===== src/verilog/process_data_consts.vh =====
// What this block does
// - hold request stops measure pulses at once and freezes the actual value
// - during hold only supply class errors are evaluated and reported
// - hold release resumes at once, no init; hold never clears alarms
// - hold only in measurement mode; heat, clear, calibration take priority
// - hold ignored after power-up until the system check passed
// - three-bit field selects one of eight calibration sets, except during a running calibration
// - calibration keeps its starting channel; channel in use is reported
// - channel is not retained; after restart channel 0 is used
// - setpoint limited to 300 or 500 C; reject or clamp by variant
// - primary heat input heats to setpoint 0, secondary to setpoint 1
// - no heating when setpoint not above 40 C; heat indicator blinks
// - heat request during pending warning energises alarm output, no heat
// - primary input beats bus heat; secondary input has lowest priority
// - calibration running flag follows calibration busy, one clock cycle later
// - calibration locked flag while heat request active or cooling down
// - fault flag set on alarm and held until a clear request, with error number
// - caution flag alongside fault flag for warnings; relay stays off
// - near target flag at 95 percent; cleared on heat drop or alarm
// - in-band mode off reads 0; default follows tolerance band
// - latch mode sets on first band entry per cycle, clears on exit while heat is on
// - separate lower and upper band limits, each up to 99 K
// - regulating flag when heat accepted; spare info flag always 0
// - standby flag while clear request set or hold accepted, as handshake
// - no heating during calibration, alarm, low setpoint or clear
`ifndef PROCESS_DATA_CONSTS_VH
`define PROCESS_DATA_CONSTS_VH

`define TEMP_W          10
`define LIMIT_LOW_RANGE 10'h12C
`define LIMIT_HIGH_RANGE 10'h1F4
`define MIN_HEAT_TEMP   10'h028
`define BAND_MAX        7'h63
`define CHAN_DEFAULT    3'h0
`define BLINK_HALF_CNT  24'h989680
`define BAND_OFF        2'h0
`define BAND_FOLLOW     2'h1
`define BAND_LATCH      2'h2
`define SRC_NONE        2'h0
`define SRC_BUS         2'h1
`define SRC_PRIMARY     2'h2
`define SRC_SECONDARY   2'h3
`define ERR_KEEP_LO     10'h0C9
`define ERR_KEEP_HI     10'h0CB
`define ERR_KEEP_A      10'h385
`define ERR_KEEP_B      10'h391

`endif


===== src/verilog/process_data_control_status.v =====
`timescale 1ns/1ps
`include "process_data_consts.vh"

module process_data_control_status #(
  parameter TW             = `TEMP_W,
  parameter BLINK_HALF     = `BLINK_HALF_CNT
) (
  input  wire          clk,
  input  wire          rst_n,
  // requests from the bus master
  input  wire          heat_request,
  input  wire          clear_request,
  input  wire          measure_hold_request,
  input  wire          calib_request,
  input  wire [2:0]    calib_set_select,
  input  wire [TW-1:0] setpoint0_wr,
  input  wire [TW-1:0] setpoint1_wr,
  input  wire          setpoint_wr_en,
  input  wire          clamp_variant,
  input  wire          high_range,
  input  wire [1:0]    band_mode,
  input  wire [6:0]    band_lower,
  input  wire [6:0]    band_upper,
  // hardwired heat inputs
  input  wire          heat_in_primary,
  input  wire          heat_in_secondary,
  // device side status
  input  wire          system_check_done,
  input  wire          measure_mode,
  input  wire          calib_busy,
  input  wire          cooling_down,
  input  wire          alarm_event,
  input  wire          alarm_is_warning,
  input  wire [9:0]    alarm_number,
  input  wire          warning_pending,
  input  wire [TW-1:0] measured_temp,
  input  wire          measure_valid,
  // outputs
  output reg           measure_pulse_enable,
  output reg  [TW-1:0] actual_temp,
  output reg  [9:0]    error_number,
  output reg  [2:0]    calib_set_in_use,
  output reg  [TW-1:0] setpoint0,
  output reg  [TW-1:0] setpoint1,
  output reg           setpoint_rejected,
  output reg           heating_enable,
  output reg           use_setpoint1,
  output reg           heat_indicator,
  output reg           alarm_relay,
  output reg           calib_running_flag,
  output reg           calib_locked_status,
  output reg           fault_latched_status,
  output reg           caution_only_status,
  output reg           near_target_status,
  output reg           in_band_status,
  output reg           regulating_status,
  output reg           spare_info_status,
  output reg           idle_standby_status
);

  // ==========================================================
  // request arbitration
  // ==========================================================
  reg  [1:0]    src_d;
  reg           any_heat;
  wire          use_sp1;
  wire [TW-1:0] sp_active;
  wire          sp_ok;
  wire          heat_blocked;
  wire          hold_active;
  wire [9:0]    err_filtered;
  wire          err_allowed;
  reg  [TW-1:0] sp_limit;

  // any source counts, even a refused one, so it still beats a hold
  // primary pin wins, then bus, secondary pin last
  always @*
  begin
    src_d = `SRC_NONE;
    if (heat_in_primary)
      src_d = `SRC_PRIMARY;
    else if (heat_request)
      src_d = `SRC_BUS;
    else if (heat_in_secondary)
      src_d = `SRC_SECONDARY;
    any_heat = (src_d != `SRC_NONE);
  end

  // bus heat uses setpoint 0; only the secondary pin picks setpoint 1
  // the band and 95 percent tests judge against this active setpoint
  assign use_sp1   = (src_d == `SRC_SECONDARY);
  assign sp_active = use_sp1 ? setpoint1 : setpoint0;
  assign sp_ok     = (sp_active > `MIN_HEAT_TEMP);

  // any of these keeps the heater off even with a request standing;
  // calib_busy itself, not its registered copy, so the very first
  // calibration cycle already keeps the heater off
  assign heat_blocked = calib_busy | fault_latched_status |
                        ~sp_ok | clear_request | warning_pending;

  // hold loses to heat, clear and calibration
  assign hold_active = measure_hold_request & system_check_done &
                       measure_mode & ~any_heat & ~clear_request &
                       ~calib_busy & ~calib_request;

  // only the supply class errors survive a hold or a clear
  assign err_allowed = ((alarm_number >= `ERR_KEEP_LO) &&
                        (alarm_number <= `ERR_KEEP_HI)) ||
                       (alarm_number == `ERR_KEEP_A) ||
                       (alarm_number == `ERR_KEEP_B);
  assign err_filtered = alarm_number;

  // the range input picks the ceiling used by both setpoint writes
  always @*
  begin
    sp_limit = high_range ? `LIMIT_HIGH_RANGE : `LIMIT_LOW_RANGE;
  end

  // ==========================================================
  // blink divider for the refused heat indicator
  // ==========================================================
  reg [23:0] blink_cnt_q;
  reg        blink_q;

  // half period of the blink; a fixed tick keeps every refusal in phase
  // a BLINK_HALF of 0 wraps to the slowest blink, so keep it at 1 or more
  always @(posedge clk)
  begin
    if (!rst_n)
    begin
      blink_cnt_q <= 24'h000000;
      blink_q     <= 1'b0;
    end
    else if (blink_cnt_q >= BLINK_HALF - 24'h000001)
    begin
      blink_cnt_q <= 24'h000000;
      blink_q     <= ~blink_q;
    end
    else
      blink_cnt_q <= blink_cnt_q + 24'h000001;
  end

  // ==========================================================
  // setpoints, channel and measurement hold
  // ==========================================================
  reg  calib_busy_q;
  reg  heat_prev_q;
  reg  cycle_seen_q;
  wire sp0_big;
  wire sp1_big;
  wire [TW-1:0] temp_x20;
  wire [TW+4:0] act_x20;
  wire [TW+4:0] sp_x19;
  wire          in_band;
  wire [TW:0]   band_lo;
  wire [TW:0]   band_hi;
  wire [6:0]    lo_lim;
  wire [6:0]    hi_lim;

  assign sp0_big = (setpoint0_wr > sp_limit);
  assign sp1_big = (setpoint1_wr > sp_limit);

  // writes over the range: clamp in one variant, refuse in the other
  // a refused write leaves both setpoints as they were
  always @(posedge clk)
  begin
    if (!rst_n)
    begin
      setpoint0         <= {TW{1'b0}};
      setpoint1         <= {TW{1'b0}};
      setpoint_rejected <= 1'b0;
    end
    else if (setpoint_wr_en)
    begin
      if (clamp_variant)
      begin
        setpoint0         <= sp0_big ? sp_limit : setpoint0_wr;
        setpoint1         <= sp1_big ? sp_limit : setpoint1_wr;
        setpoint_rejected <= 1'b0;
      end
      else if (sp0_big | sp1_big)
        setpoint_rejected <= 1'b1;
      else
      begin
        setpoint0         <= setpoint0_wr;
        setpoint1         <= setpoint1_wr;
        setpoint_rejected <= 1'b0;
      end
    end
  end

  // channel follows the field except while a calibration is running
  // a change in the first calibration cycle is still taken
  always @(posedge clk)
  begin
    if (!rst_n)
    begin
      calib_set_in_use <= `CHAN_DEFAULT;
      calib_busy_q     <= 1'b0;
    end
    else
    begin
      calib_busy_q <= calib_busy;
      if (!calib_busy || !calib_busy_q)
        calib_set_in_use <= calib_set_select;
    end
  end

  // freeze the actual value while holding; release resumes at once
  // a filtered error reads as 0, so the master never sees a stale
  // cause that the hold or the clear is hiding
  always @(posedge clk)
  begin
    if (!rst_n)
    begin
      measure_pulse_enable <= 1'b0;
      actual_temp          <= {TW{1'b0}};
      error_number         <= 10'h000;
    end
    else
    begin
      measure_pulse_enable <= ~hold_active;
      if (!hold_active && measure_valid)
        actual_temp <= measured_temp;
      if (!(hold_active || clear_request) || err_allowed)
        error_number <= err_filtered;
      else
        error_number <= 10'h000;
    end
  end

  // ==========================================================
  // temperature comparisons
  // ==========================================================
  // 95 percent test without a divider: 20*act >= 19*sp; five extra
  // bits keep twenty times the largest reading from overflowing
  assign act_x20 = {1'b0, actual_temp, 4'h0} + {3'b000, actual_temp, 2'b00};
  assign sp_x19  = {1'b0, sp_active, 4'h0} + {4'h0, sp_active, 1'b0} +
                   {5'h00, sp_active};
  assign temp_x20 = actual_temp;

  // band limits saturate at 99 K; band_lo may dip below zero for a
  // small setpoint, and the signed compare then sees no lower limit
  assign lo_lim  = (band_lower > `BAND_MAX) ? `BAND_MAX : band_lower;
  assign hi_lim  = (band_upper > `BAND_MAX) ? `BAND_MAX : band_upper;
  assign band_lo = {1'b0, sp_active} - {{(TW-6){1'b0}}, lo_lim};
  assign band_hi = {1'b0, sp_active} + {{(TW-6){1'b0}}, hi_lim};
  assign in_band = ($signed(band_lo) <= $signed({1'b0, temp_x20})) &&
                   ({1'b0, temp_x20} <= band_hi);

  // ==========================================================
  // status flags, refreshed every cycle
  // ==========================================================
  // all flags update on the same clock edge; relay and heat enable follow the fault flag one cycle later
  always @(posedge clk)
  begin
    if (!rst_n)
    begin
      heating_enable       <= 1'b0;
      use_setpoint1        <= 1'b0;
      heat_indicator       <= 1'b0;
      alarm_relay          <= 1'b0;
      calib_running_flag   <= 1'b0;
      calib_locked_status  <= 1'b0;
      fault_latched_status <= 1'b0;
      caution_only_status  <= 1'b0;
      near_target_status   <= 1'b0;
      in_band_status       <= 1'b0;
      regulating_status    <= 1'b0;
      spare_info_status    <= 1'b0;
      idle_standby_status  <= 1'b0;
      heat_prev_q          <= 1'b0;
      cycle_seen_q         <= 1'b0;
    end
    else
    begin
      heat_prev_q        <= any_heat;
      calib_running_flag <= calib_busy;
      calib_locked_status <= any_heat | cooling_down;
      spare_info_status  <= 1'b0;
      // only an accepted hold is acknowledged; a refused one gives no
      // standby, so the master keeps its request up until it is taken
      idle_standby_status <= clear_request | hold_active;
      use_setpoint1      <= use_sp1;

      // alarm stays until a clear; a new event wins over the clear
      if (alarm_event)
      begin
        fault_latched_status <= 1'b1;
        caution_only_status  <= alarm_is_warning;
      end
      else if (clear_request)
      begin
        fault_latched_status <= 1'b0;
        caution_only_status  <= 1'b0;
      end

      // relay for hard alarms, or a heat attempt over a warning
      // a warning alone never pulls the relay in
      alarm_relay <= (fault_latched_status & ~caution_only_status) |
                     (any_heat & warning_pending);

      // one term drives both, so a refused request never reads as
      // regulating, at the cost of no separate accept register
      heating_enable    <= any_heat & ~heat_blocked;
      regulating_status <= any_heat & ~heat_blocked;
      heat_indicator    <= any_heat &
                           (heat_blocked ? blink_q : 1'b1);

      // near target drops with the request or an alarm
      if (!any_heat || fault_latched_status || alarm_event)
        near_target_status <= 1'b0;
      else if (act_x20 >= sp_x19)
        near_target_status <= 1'b1;

      case (band_mode)
        `BAND_OFF:
          in_band_status <= 1'b0;
        `BAND_FOLLOW:
          in_band_status <= in_band;
        // with no heat source the latched flag is left as it is
        `BAND_LATCH:
        begin
          if (any_heat && !heat_prev_q)
          begin
            cycle_seen_q   <= in_band;
            in_band_status <= in_band;
          end
          else if (any_heat && !in_band)
            in_band_status <= 1'b0;
          else if (any_heat && in_band && !cycle_seen_q)
          begin
            cycle_seen_q   <= 1'b1;
            in_band_status <= 1'b1;
          end
        end
        default:
          in_band_status <= 1'b0;
      endcase
    end
  end

endmodule // process_data_control_status


===== config.mk =====
export PLATFORM = sky130hd
export DESIGN_NAME = process_data_control_status
export DESIGN_NICKNAME = d
export VERILOG_FILES = /design/src/verilog/process_data_control_status.v
export VERILOG_INCLUDE_DIRS = /design/src /design/src/verilog
export SDC_FILE = /design/constraint.sdc
export NUM_CORES = 1
export LEC_CHECK = 0
export BUFFER_PORTS_ARGS = -buffer_cell sky130_fd_sc_hd__buf_4
export CORE_AREA = 5 5 111 113
export CTS_BUF_LIST = sky130_fd_sc_hd__clkbuf_8
export CTS_CLUSTER_SIZE = 12
export DETAILED_ROUTE_END_ITERATION = 10
export DIE_AREA = 0 0 116 118
export PLACE_DENSITY = 0.91
export SLEW_MARGIN = 15
export SYNTH_ARGS = -nofsm -noshare
export SYNTH_HDL_FRONTEND = slang
export SYNTH_SLANG_ARGS = --single-unit
export TNS_END_PERCENT = 100

===== constraint.sdc =====
create_clock -name clk -period 5.45 [get_ports clk]
set_input_delay 0.8175 -clock clk [delete_from_list [all_inputs] [get_ports clk]]
set_output_delay 0.8175 -clock clk [all_outputs]
set_load 0.01 [all_outputs]

# Yosys cells after proc, flatten, opt, wreduce, memory -nomap -nowiden
# Cells that the tools add are included.
# totals
register_bits,83
inputBits,78
out_inout_bits,58
elab_cells,130
# op_classes
add_sub_neg,6
n_lt_le_gt_ge,11
eq_ne,8
mux,25
n_bitwise,28
n_reduce_logical,30
# op_table
op,n
$mux 10,7
$add 24x1->24 const B,1
$ge 24x24->1 const B,1
$eq 10x10->1 const B,2
$gt 10x9->1,2
$add 14x11->15,1
$add 14x12->15,1
$add 15x10->15,1
$ge 15x15->1,1
$gt 7x7->1 const B,2
$mux 7,2
$add 10x7->11,1
$le 10x11->1,1
$le 11x11->1,1
$mux 1,11
$sub 10x7->11,1
$and 1x1->1,10
$ge 10x8->1 const B,1
$gt 10x6->1 const B,1
$le 10x8->1 const B,1
$not 1->1,10
$logic_not 1->1,8
$mux 8,1
$or 1x1->1,8
12 further kinds,32

# Depth between registers and ports, before layout
# Gate-level depths: netlist of run 1.
# logic_depth
word_depth,14
ltp_mapped,19
ltp_nobuf,19

# Worst setup path after synthesis of run 1
# OpenSTA, ideal clock, no wires.
# synth_path
path_type,input port to flip-flop
start,input port heat_request
end,register near_target_status
setup_ns,0.114
arrival_ns,4.896
required_ns,5.336
slack_ns,0.440
path_stages,18
path_cell_list,nor3b_4 buf_4 mux2i_1 inv_1 fa_1 ha_1 nor2b_1 o21ai_0 a21boi_0 o41ai_1 or3_1 nand3b_1 ha_1 and4_1 nand3_1 a31oi_1 a2111oi_0 a2111oi_0
# synth_between
elab_chain_len,7
# synth_lines
element,line_no,text
from (decl),process_data_control_status.v:11,"input wire heat_request,"
$mux 2 *,process_data_control_status.v:82,else if (heat_request)
$mux 2 *,process_data_control_status.v:80,if (heat_in_primary)
$eq 2x2->1 (no source line) or $reduce_bool 2->1 (tied branches),n/a,
$mux 10 or $logic_not 1->1 (tied branches),"process_data_control_status.v:92, process_data_control_status.v:311",
$add 14x11->15 or $logic_or 1x1->1 (tied branches),"process_data_control_status.v:238, process_data_control_status.v:311",
$add 15x10->15 or $logic_or 1x1->1 (tied branches),"process_data_control_status.v:238, process_data_control_status.v:311",
$ge 15x15->1 or $reduce_or 2->1 (tied branches),n/a,
to (signal assigned),process_data_control_status.v:267,near_target_status <= 1'b0;
to (signal assigned),process_data_control_status.v:312,near_target_status <= 1'b0;
to (signal assigned),process_data_control_status.v:314,near_target_status <= 1'b1;
to (decl),process_data_control_status.v:54,"output reg near_target_status,"
# Mark *: on every way between the ends. The rest lies on a longest branch, timed or not.
# A chain may end at the register's enable or synchronous reset.

# Final worst setup path of run 1
# Same ends and word-level chain as after synthesis.

==> results.tsv, run 1 <==
stage	metric	value	unit
run_status	status	completed	
logic_synthesis	yosysSeqAreaShare	0.2646	
worst_setup_path	critPathMaxFanout	9	
floorplan	core	11220	sq um
cells_and_area	n_antenna_cell	0	
detailed_routing	num_vias	6029	
clock_tree	cts_tree	done	
cells_and_area	multi_input_area	4313	sq um
clock_tree	clk_pin_slew	0.09	ns
hold_path	min_path_type	reg2reg	
timing	slew_headroom	0.4122	
timing	fin_crit_sh	0.9234	
timing	finalSetupViolations	0	
logic_synthesis	netlist_area	6280	sq um
timing	finalCriticalPeriod	5.033	ns
logic_synthesis	ys_ff_latch	83	
floorplan	ios	136	
logic_synthesis	synth-edff-count	0	
detailed_routing	first_iter_violations	375	
power	p_leak	0.003474	uW
job	drv_cap	0	
detailed_routing	routed_wirelength	17840	um
global_routing	grt_max_degree	28	
logic_synthesis	synth.avg_cell_area	8.429	sq um
placed_design	hpwl	14080	um
worst_setup_path	start_kind	input pin	
logic_synthesis	yosys.area.top_type_share	0.2646	
timing	maxSlewViolCount	0	
logic_synthesis	ys_warn_count	0	
cells_and_area	syn_to_final_growth	21.94	%
logic_synthesis	synth-main-ff-cell	dfxtp_1	
logic_synthesis	syn_nets	915	
placed_design	portBuffers	134	
floorplan	floorplan.rows	39	
power	total_power	1770	uW
global_routing	grt.total_usage	0.2629	
global_routing	grt_pass1_wl	29090	um
global_routing	antenna_found_initial	0	
placed_design	gp_congestion	0.9141	
cells_and_area	final_nets	1050	
clock_tree	insertion_delay	0.37	ns
floorplan	start_util	0.5595	
detailed_routing	vias_per_cell	5.865	
worst_setup_path	end_kind	flip-flop	
floorplan	die_h	118	um
global_routing	grt_pass1_vias	6036	
power	power_density	231.2	nW/um^2
clock_tree	post_cts_buffers	0	
logic_synthesis	async_reset_ff_frac	0	
power	vdd_drop_max	0.1867	mV
cells_and_area	ff_latch_area	1662	sq um
clock_tree	cts-buffers-inserted	9	
logic_synthesis	synth.distinct_cells	70	
logic_synthesis	yosysTopAreaCell	dfxtp_1	
detailed_routing	wire_per_inst	17.35	um
floorplan	dieArea	13690	sq um
worst_setup_path	cp_data_arrival_time	5.29	ns
worst_setup_path	worstSetupPathType	in2reg	
timing	final.setup.tns	0	ns
clock_tree	cts_sinks	83	
timing	rsz0062_at_grt	no	
logic_synthesis	synth_area_leaders	dfxtp_1 (26%), ha_1 (16%), nor2_1 (5.4%)	
detailed_routing	drc	0	
timing	worstMarginPinSlew	0.8817	ns
worst_setup_path	crit_required	5.71	ns
logic_synthesis	netlist_instances	745	
floorplan	die_w	116	um
cells_and_area	num-fill-cells	870	
clock_tree	clock_tree.buffer_depth	2	
detailed_routing	dr.pass1.iters	5	
timing	clock_skew	0.007909	ns
global_routing	grt-ovfl-total	0	
clock_tree	root_buffer	clkbuf_8	
timing	fmax	198.7	MHz
cells_and_area	final_layout_size_suffix_gt1_frac	0.2034	
timing	final-hold-violation-count	0	
detailed_routing	antenna_left	0	
clock_tree	h-tree-depth	3	
registers in the layout (all words and copies together), names as in the netlist, 3 cells and up:
signal,count
setpoint1,10
actual_temp,10
setpoint0,10
error_number,10
blink_cnt_q,24
calib_set_in_use,3
metal layers:
layer  track usage  vias to the layer above  routed length, um
met2        0.4457                      223               8902
met3       0.06118                       39               1310
li1              -                     2924                  -
met1        0.3264                     2843               7196
met5             0                        -                  0
met4       0.08267                        0                430
layout by cell type, fill, tap and decap left out, drive strengths merged, types with 19 or more instances in the layout:
| master | instances |
|---|---|
| nor2 | 93 |
| dfxtp | 83 |
| o21ai | 29 |
| a21oi | 39 |
| nand3 | 19 |
| nand2 | 44 |
| xnor2 | 28 |
| inv | 53 |
| ha | 82 |
| xor2 | 24 |
| nor3 | 24 |
| buf | 145 |
cell families after synthesis:
family / count (synthesis) / synth area share
multiplexers: 21 / 0.03427
XOR/XNOR: 52 / 0.07252
flip-flops: 83 / 0.2646
other: 1 / 0.0005972
AO/OA/AOI/OAI: 146 / 0.1582
adder cells (fa/ha/maj): 92 / 0.1953
AND/OR/NAND/NOR: 278 / 0.2245
buffers and inverters: 72 / 0.05001
through the flow:
step / hold slack [ns] / worst slack, ns / instance area [sq um] / util / std cells
after global placement: 0.4328 / 0.2679 / 7425 / 0.6615 / 1012
final: 0.4642 / 0.4174 / 7657 / 0.6823 / 1028
after detailed placement: 0.4596 / 0.03002 / 7425 / 0.6615 / 1012
after CTS: 0.4726 / 0.3767 / 7649 / 0.6815 / 1028
after global routing: 0.5048 / 0.03497 / 7657 / 0.6823 / 1028
after floorplan: 0.4175 / 0.4397 / 6280 / - / 745
cells in the mapped netlist (3+ instances only):
master      n
nor2_1     91
dfxtp_1    83
ha_1       82
inv_1      51
nand2_1    44
a21oi_1    38
o21ai_0    29
xnor2_1    28
nor3_1     24
xor2_1     24
nand3_1    19
mux2i_1    17
and2_1     14
nand4_1    14
nor2b_1    14
clkbuf_1   11
a21o_1     10
fa_1       10
nor3b_1    10
nor4_1     10
a211oi_1    9
nand2b_1    8
o21a_1      7
a31oi_1     6
and3_1      6
o41ai_1     6
or3_1       6
o211ai_1    5
buf_4       4
mux2_2      4
nand3b_1    4
o31ai_1     4
o32ai_1     4
a2111oi_0   3
a21boi_0    3
buf_2       3
path summary, 6_finish.rpt:
kind	start	to	slack (ns)	cells after the start
worst min-delay path	blink_cnt_q[0]	blink_cnt_q[0]	0.46	1
worst max-delay path	heat_request	near_target_status	0.42	18
worst max register to register	setpoint1[0]	near_target_status	1.21	16
worst min register to register	blink_cnt_q[0]	blink_cnt_q[0]	0.46	1
timing repair:
action	CTS	global route
hold buffers	0	0
gates resized for setup	0	2
setup endpoints to repair	0	1
worst max-delay path, cell delays in order:
cell       delay (ns)
buf_4            0.12
nor3b_4          0.42
buf_4            0.26
mux2i_1          0.37
inv_1            0.21
fa_1             0.49
ha_1             0.26
a2111oi_1        0.54
o31ai_1          0.18
o21ai_0          0.18
a21oi_1          0.10
xnor2_1          0.13
ha_1             0.32
and3_1           0.16
nand3_1          0.08
a31oi_1          0.15
a2111oi_0        0.11
a2111oi_0        0.38
final cells by class:
class	instances	share of cell area
sequential	83	0.2170
multi-input combinational	590	0.5632
timing repair buffer	145	0.1422
tap	143	0.02337
inverter	51	0.02500
clock inverter	7	0.01307
clock buffer	9	0.01618
power breakdown:
part	internal, uW	switching, uW
logic	275	313
clock network	262	252
registers	634	33.8
total	1170	599
No activity file was read; power rests on OpenSTA's default activity.
==> run 2, diff against run 1 <==
--- a/config.mk
+++ b/config.mk
@@ -7,11 +7,11 @@
 export NUM_CORES = 1
 export LEC_CHECK = 0
 export BUFFER_PORTS_ARGS = -buffer_cell sky130_fd_sc_hd__buf_4
-export CORE_AREA = 5 5 111 113
+export CORE_AREA = 5 5 132 96
 export CTS_BUF_LIST = sky130_fd_sc_hd__clkbuf_8
 export CTS_CLUSTER_SIZE = 12
 export DETAILED_ROUTE_END_ITERATION = 10
-export DIE_AREA = 0 0 116 118
+export DIE_AREA = 0 0 137 101
 export PLACE_DENSITY = 0.91
 export SLEW_MARGIN = 15
 export SYNTH_ARGS = -nofsm -noshare
==> results.tsv, run 2 (synthesis results as in run 1) <==
stage	metric	value	unit	change
floorplan	die_h	101	um	was 118 um
detailed_routing	drc	0		unchanged
cells_and_area	final_nets	1051		was 1050
detailed_routing	routed_wirelength	17800	um	was 17840 um
timing	maxSlewViolCount	0		unchanged
cells_and_area	syn_to_final_growth	22.12	%	was 21.94%
placed_design	hpwl	14010	um	was 14080 um
global_routing	grt_pass1_wl	27880	um	was 29090 um
worst_setup_path	critical_path.slowest_cell	a2111oi_0		was a2111oi_1
timing	finalSetupViolations	0		unchanged
floorplan	ios	136		unchanged
timing	fin_ws	0.3962	ns	was 0.4174 ns
worst_setup_path	crit_required	5.72	ns	was 5.71 ns
power	total_power	1737	uW	was 1770 uW
timing	fmax	197.9	MHz	was 198.7 MHz
power	vdd_drop_max	0.1193	mV	was 0.1867 mV
floorplan	start_util	0.5531		was 0.5595
cells_and_area	largest_reg_flops	24		unchanged
power	p_leak	0.003464	uW	was 0.003474 uW
global_routing	grt_max_degree	34		was 28
cells_and_area	mostFrequentLayoutCells	buf_4 (145), nor2_1 (91), dfxtp_1 (83), ha_1 (82), inv_1 (51)		unchanged
hold_path	min_path_type	reg2reg		unchanged
global_routing	grt_pass1_vias	5679		was 6036
global_routing	antenna_found_initial	0		unchanged
clock_tree	cts_tree	done		unchanged
timing	fin_crit_sh	0.9273		was 0.9234
cells_and_area	n_antenna_cell	0		unchanged
cells_and_area	largest-register	blink_cnt_q		unchanged
placed_design	portBuffers	134		unchanged
floorplan	die_w	137	um	was 116 um
clock_tree	cts_sinks	83		unchanged
clock_tree	ctsHoldBuffers	0		unchanged
detailed_routing	num_vias	5990		was 6029
worst_setup_path	critPathMaxFanout	7		was 9
clock_tree	root_buffer	clkbuf_8		unchanged
timing	worstMarginPinSlew	1.189	ns	was 0.8817 ns
worst_setup_path	cp_cell_sequence	buf_4, nor3b_4, buf_12, mux2_2, fa_1, ha_1, o21a_1, a2111oi_0, o31ai_1, o21ai_0, a21oi_1, xnor2_1, ha_1, and3_1, nand3_1, a31oi_1, a2111oi_0, a2111oi_0		was buf_4, nor3b_4, buf_4, mux2i_1, inv_1, fa_1, ha_1, a2111oi_1, o31ai_1, o21ai_0, a21oi_1, xnor2_1, ha_1, and3_1, nand3_1, a31oi_1, a2111oi_0, a2111oi_0
job	drv_cap	0		unchanged
clock_tree	clk_pin_slew	0.09	ns	about the same
floorplan	core	11350	sq um	was 11220 sq um
hold_path	min_path_cells	1		unchanged
placed_design	pre_cts_ws	-0.01563	ns	was 0.03002 ns
detailed_routing	first_iter_violations	502		was 375
cells_and_area	multi_input_area	4304	sq um	was 4313 sq um
timing	final-hold-violation-count	0		unchanged
detailed_routing	wire_per_inst	17.07	um	was 17.35 um
worst_setup_path	cp_slowest_stage_delay	0.63	ns	was 0.54 ns
clock_tree	clock_tree.buffer_depth	2		unchanged
detailed_routing	vias_per_cell	5.743		was 5.865
power	power_density	226.5	nW/um^2	was 231.2 nW/um^2
detailed_routing	dr.pass1.iters	5		unchanged
floorplan	floorplan.rows	33		was 39
clock_tree	insertion_delay	0.39	ns	was 0.37 ns
worst_setup_path	cp_data_arrival_time	5.32	ns	was 5.29 ns
worst_setup_path	end_kind	flip-flop		unchanged
worst_setup_path	rr_worst_depth	16		unchanged
timing	finalCriticalPeriod	5.054	ns	was 5.033 ns
worst_setup_path	worstSetupPathType	in2reg		unchanged
cells_and_area	ff_latch_area	1662	sq um	unchanged
cells_and_area	num-fill-cells	928		was 870
global_routing	grt-ovfl-total	0		unchanged
placed_design	gp_congestion	0.9369		was 0.9141
clock_tree	cts-buffers-inserted	9		unchanged
timing	clock_skew	0.01205	ns	was 0.007909 ns
floorplan	dieArea	13840	sq um	was 13690 sq um
clock_tree	h-tree-depth	3		unchanged
timing	rsz0062_at_grt	no		unchanged
run_status	status	completed		unchanged
timing	slew_headroom	0.2064		was 0.4122
cells_and_area	final_layout_size_suffix_gt1_frac	0.2032		was 0.2034
detailed_routing	antenna_left	0		unchanged
global_routing	grt.total_usage	0.2529		was 0.2629
cells_and_area	layout.cells.most_common	buf_4		unchanged
worst_setup_path	timing.critical_path.mode_cell	a2111oi_0		
worst_setup_path	start_kind	input pin		unchanged
[run 2: worst paths after layout]
check / startpoint / slack (ns) / endpoint
worst max-delay path: heat_in_primary / 0.40 / near_target_status
worst min-delay path: blink_cnt_q[0] / 0.46 / blink_cnt_q[0]
worst min register to register: blink_cnt_q[0] / 0.46 / blink_cnt_q[0]
worst max register to register: setpoint1[3] / 1.03 / near_target_status
[run 2: final cells by class]
cell class	instances	share of cell area
Clock inverter	7	0.01077
Multi-Input combinational cell	590	0.5613
Inverter	51	0.02496
Tap cell	157	0.02562
Clock buffer	9	0.01615
Sequential cell	83	0.2167
Timing Repair Buffer	146	0.1446
[run 2: what timing repair did]
action	4_1_cts	5_1_grt
resized for setup	0	0
endpoints found under the setup margin	0	1
setup buffers	0	2
[run 2: layer usage]
metal,part of all wire,vias to the layer above,routed length [um],GRT usage
li1,-,2939,-,-
met1,0.44,2767,7893,0.3383
met2,0.45,260,8021,0.4117
met3,0.092,24,1643,0.06537
met4,0.014,0,244,0.05752
met5,0,-,0,0
[run 2: metrics by stage]
step / setup TNS [ns] / std cells / util / hold slack, ns / cell area (sq um)
floorplan: 0 / 745 / - / 0.4175 / 6280
finish: 0 / 1043 / 0.6754 / 0.4570 / 7669
global placement: 0 / 1025 / 0.6548 / 0.4307 / 7435
CTS: 0 / 1041 / 0.6729 / 0.4624 / 7641
global route: 0 / 1043 / 0.6754 / 0.4924 / 7669
detailed placement: -0.01563 / 1025 / 0.6548 / 0.4421 / 7435
[run 2: report_power, final]
group / internal, uW / switching [uW] / total [uW]
Sequential: 634 / 32.5 / 666
Combinational: 276 / 313 / 589
Clock: 219 / 263 / 482
Total: 1130 / 608 / 1740
[run 2: critical path, delay by kind of cell]
kind | cells | cell delay (ns)
AOI/OAI and AO/OA | 8 | 2.07
and+or+nand+nor | 3 | 0.46
xor gates and xnor gates | 1 | 0.13
muxes | 1 | 0.41
buffers and inverters | 2 | 0.29
adders and majority gates | 3 | 1.13
==> run 3, diff against run 2 <==
--- a/config.mk
+++ b/config.mk
@@ -6,13 +6,14 @@
 export SDC_FILE = /design/constraint.sdc
 export NUM_CORES = 1
 export LEC_CHECK = 0
+export ABC_AREA = 1
 export BUFFER_PORTS_ARGS = -buffer_cell sky130_fd_sc_hd__buf_4
-export CORE_AREA = 5 5 132 96
+export CORE_AREA = 5 5 134 98
 export CTS_BUF_LIST = sky130_fd_sc_hd__clkbuf_8
 export CTS_CLUSTER_SIZE = 12
 export DETAILED_ROUTE_END_ITERATION = 10
-export DIE_AREA = 0 0 137 101
-export PLACE_DENSITY = 0.91
+export DIE_AREA = 0 0 139 103
+export PLACE_DENSITY = 0.9
 export SLEW_MARGIN = 15
 export SYNTH_ARGS = -nofsm -noshare
 export SYNTH_HDL_FRONTEND = slang
==> results.tsv, run 3 <==
stage	metric	value	unit	change
run_status	status	completed		unchanged
job	drv_cap	0		unchanged
worst_setup_path	timing.critical_path.mode_cell	nand2_1		was a2111oi_0
placed_design	dp_cells	1166		was 1025
cells_and_area	layout.cells.most_common	nand2_1		was buf_4
cells_and_area	ff_latch_area	1662	sq um	unchanged
detailed_routing	wire_per_inst	14.79	um	was 17.07 um
clock_tree	clk_pin_slew	0.10	ns	was 0.09 ns
clock_tree	post_cts_buffers	0		unchanged
logic_synthesis	synth-main-ff-cell	dfxtp_1		unchanged
detailed_routing	antenna_left	0		unchanged
logic_synthesis	synth.avg_cell_area	7.306	sq um	was 8.429 sq um
logic_synthesis	ys_warn_count	0		unchanged
cells_and_area	final_layout_size_suffix_gt1_frac	0.2088		was 0.2032
detailed_routing	vias_per_cell	5.302		was 5.743
clock_tree	cts_sinks	83		unchanged
timing	final-hold-violation-count	0		unchanged
worst_setup_path	cp_data_arrival_time	4.80	ns	was 5.32 ns
placed_design	portBuffers	134		unchanged
clock_tree	post_cts_resized	0		unchanged
cells_and_area	largest_reg_flops	24		unchanged
timing	maxSlewViolCount	0		unchanged
global_routing	grt_pass1_vias	6283		was 5679
logic_synthesis	async_reset_ff_frac	0		unchanged
hold_path	min_path_type	reg2reg		unchanged
detailed_routing	dr.pass1.iters	5		unchanged
clock_tree	cts_tree	done		unchanged
cells_and_area	syn_to_final_growth	20.36	%	was 22.12%
detailed_routing	first_iter_violations	429		was 502
cells_and_area	final_nets	1185		was 1051
floorplan	die_h	103	um	was 101 um
timing	clock_skew	0.01371	ns	was 0.01205 ns
floorplan	start_util	0.5422		was 0.5531
worst_setup_path	r2r_start	setpoint1[3]		unchanged
clock_tree	ctsHoldBuffers	0		unchanged
worst_setup_path	rr_worst_depth	22		was 16
worst_setup_path	worstReg2RegEnd	near_target_status		unchanged
power	vdd_drop_max	0.1805	mV	was 0.1193 mV
floorplan	dieArea	14320	sq um	was 13840 sq um
worst_setup_path	r2r_slack	1.59	ns	was 1.03 ns
detailed_routing	routed_wirelength	17490	um	was 17800 um
placed_design	gp_congestion	0.9646		was 0.9369
logic_synthesis	yosysTopAreaCell	dfxtp_1		unchanged
worst_setup_path	start_kind	input pin		unchanged
detailed_routing	num_vias	6267		was 5990
placed_design	hpwl	14240	um	was 14010 um
logic_synthesis	yosysSeqAreaShare	0.2573		was 0.2646
worst_setup_path	critPathMaxFanout	20		was 7
power	p_leak	0.003970	uW	was 0.003464 uW
logic_synthesis	netlist_area	6459	sq um	was 6280 sq um
global_routing	antenna_found_initial	0		unchanged
worst_setup_path	worstSetupPathType	in2reg		unchanged
cells_and_area	largest-register	blink_cnt_q		unchanged
worst_setup_path	crit_required	5.72	ns	about the same
timing	finalSetupViolations	0		unchanged
hold_path	hold_end	blink_cnt_q[21]		was blink_cnt_q[0]
cells_and_area	multi_input_area	4113	sq um	was 4304 sq um
global_routing	grt-ovfl-total	0		unchanged
floorplan	ios	136		unchanged
global_routing	grt_pass1_wl	29370	um	was 27880 um
cells_and_area	post-route-util	0.6526		was 0.6754
hold_path	min_from	blink_cnt_q[21]		was blink_cnt_q[0]
worst_setup_path	end_kind	flip-flop		unchanged
detailed_routing	drc	0		unchanged
logic_synthesis	syn_nets	1054		was 915
clock_tree	cts-buffers-inserted	9		unchanged
cells_and_area	instances_no_fill	1182		was 1043
cells_and_area	mostFrequentLayoutCells	nand2_1 (147), inv_1 (145), buf_4 (137), nor2_1 (88), dfxtp_1 (83)		was buf_4 (145), nor2_1 (91), dfxtp_1 (83), ha_1 (82), inv_1 (51)
logic_synthesis	synth.distinct_cells	57		was 70
timing	fin_hold_ws	0.4692	ns	was 0.4570 ns
logic_synthesis	synth_top_cells_by_count	nand2_1 (147), inv_1 (145), nor2_1 (88), dfxtp_1 (83), ha_1 (82)		was nor2_1 (91), dfxtp_1 (83), ha_1 (82), inv_1 (51), nand2_1 (44)
timing	worstMarginPinSlew	1.126	ns	was 1.189 ns
hold_path	min_path_cells	2		was 1
worst_setup_path	critical_path.slowest_cell	fa_1		was a2111oi_0
logic_synthesis	synth-edff-count	0		unchanged
clock_tree	insertion_delay	0.38	ns	was 0.39 ns
worst_setup_path	cp_slowest_stage_delay	0.48	ns	was 0.63 ns
timing	final.setup.tns	0	ns	unchanged
global_routing	grt.total_usage	0.2498		was 0.2529
floorplan	die_w	139	um	was 137 um
clock_tree	h-tree-depth	3		unchanged
cells_and_area	n_antenna_cell	0		unchanged
clock_tree	clock_tree.buffer_depth	2		unchanged
global_routing	grt_max_degree	31		was 34
timing	finalCriticalPeriod	4.527	ns	was 5.054 ns
timing	fmax	220.9	MHz	was 197.9 MHz
logic_synthesis	netlist_instances	884		was 745
logic_synthesis	synth_most_common_cell	nand2_1		was nor2_1
clock_tree	root_buffer	clkbuf_8		unchanged
worst_setup_path	cp_cell_sequence	buf_4, nor2_2, nand2_2, o21a_1, inv_1, fa_1, ha_1, nand2_1, o21ai_1, a21oi_1, o21bai_1, nand2_1, nand2_1, nand2_1, nand2_1, a21boi_1, xor2_1, ha_1, nand2_1, nor2_1, a211oi_1, o21ai_0, nand3_1, a21oi_1		was buf_4, nor3b_4, buf_12, mux2_2, fa_1, ha_1, o21a_1, a2111oi_0, o31ai_1, o21ai_0, a21oi_1, xnor2_1, ha_1, and3_1, nand3_1, a31oi_1, a2111oi_0, a2111oi_0
floorplan	core	11910	sq um	was 11350 sq um
logic_synthesis	ys_ff_latch	83		unchanged
logic_synthesis	yosys.area.top_type_share	0.2573		was 0.2646
floorplan	floorplan.rows	34		was 33
logic_synthesis	synth_area_leaders	dfxtp_1 (26%), ha_1 (16%), nand2_1 (8.5%)		was dfxtp_1 (26%), ha_1 (16%), nor2_1 (5.4%)
timing	fin_crit_sh	0.8307		was 0.9273
power	power_density	222.0	nW/um^2	was 226.5 nW/um^2
timing	rsz0062_at_grt	no		unchanged
timing	slew_headroom	0.2493		was 0.2064
cells_and_area	num-fill-cells	1037		was 928
[run 3: cell types whose count changed in the layout (fill, tap and decap cells not counted), moves of 9 or more]
cell | previous run | this run
mux2i_1 | 17 | 0
nand2_1 | 44 | 147
inv_1 | 51 | 145
nand2_2 | 0 | 11
nor2b_1 | 14 | 0
a21oi_1 | 38 | 59
nand3_1 | 19 | 31
and2_1 | 14 | 0
xnor2_1 | 28 | 11
nor3b_1 | 10 | 1
o21ai_0 | 29 | 42
nor3_1 | 24 | 14
nor3_2 | 0 | 11
[run 3: cell families (layout without fill, tap and decap cells)]
logic type	count (synthesis)	in the layout	synth area share
other cells	1	1	0.0005806
fa+ha+maj	92	92	0.1898
xor+xnor	39	39	0.05289
compound gates	152	152	0.1397
flops	83	83	0.2573
buf+inv	170	306	0.1060
simple gates	347	347	0.2538
[run 3: worst max path at each step]
stage / start / endpoint / slack [ns] / depth (start not counted)
after floorplan: heat_request / near_target_status / 0.80 / 24
after global placement: heat_request / near_target_status / 0.82 / 24
after detailed placement: heat_request / near_target_status / 0.62 / 24
after CTS: heat_request / near_target_status / 0.99 / 24
after global routing: heat_request / near_target_status / 0.51 / 25
final: heat_request / near_target_status / 0.92 / 24
[run 3: cell type report]
type	instances	share of cell area
Tap cell	162	0.02607
Clock inverter	6	0.007243
Sequential cell	83	0.2137
Timing Repair Buffer	137	0.1323
Multi-Input combinational cell	631	0.5291
Clock buffer	10	0.01770
Inverter	153	0.07388
[run 3: stage by stage]
| stage | setup slack, ns | total power, uW | area [sq um] |
|---|---|---|---|
| finish | 0.9228 | 1726 | 7774 |
| floorplan | 0.8016 | 1074 | 6459 |
| detailed placement | 0.6206 | 1283 | 7580 |
| global placement | 0.8222 | 1262 | 7580 |
| global route | 0.5144 | 1844 | 7774 |
| CTS | 0.9946 | 1724 | 7774 |
[run 3: metal layers]
metal / vias up / track usage / part of all wire
met5: - / 0 / 0
met4: 0 / 0.07744 / 0.017
met3: 30 / 0.07650 / 0.10
met2: 278 / 0.4170 / 0.44
met1: 2823 / 0.3148 / 0.44
li1: 3136 / - / -
[run 3: critical path, delay by kind of cell]
family / cells / cell delay, ns
xor+xnor: 1 / 0.15
fa+ha+maj: 3 / 1.20
simple gates: 10 / 0.99
compound gates: 8 / 1.32
buf+inv: 2 / 0.33
[run 3: power breakdown]
part | internal, uW | switching (uW)
Clock | 187 | 256
Sequential | 634 | 24.4
Combinational | 262 | 362
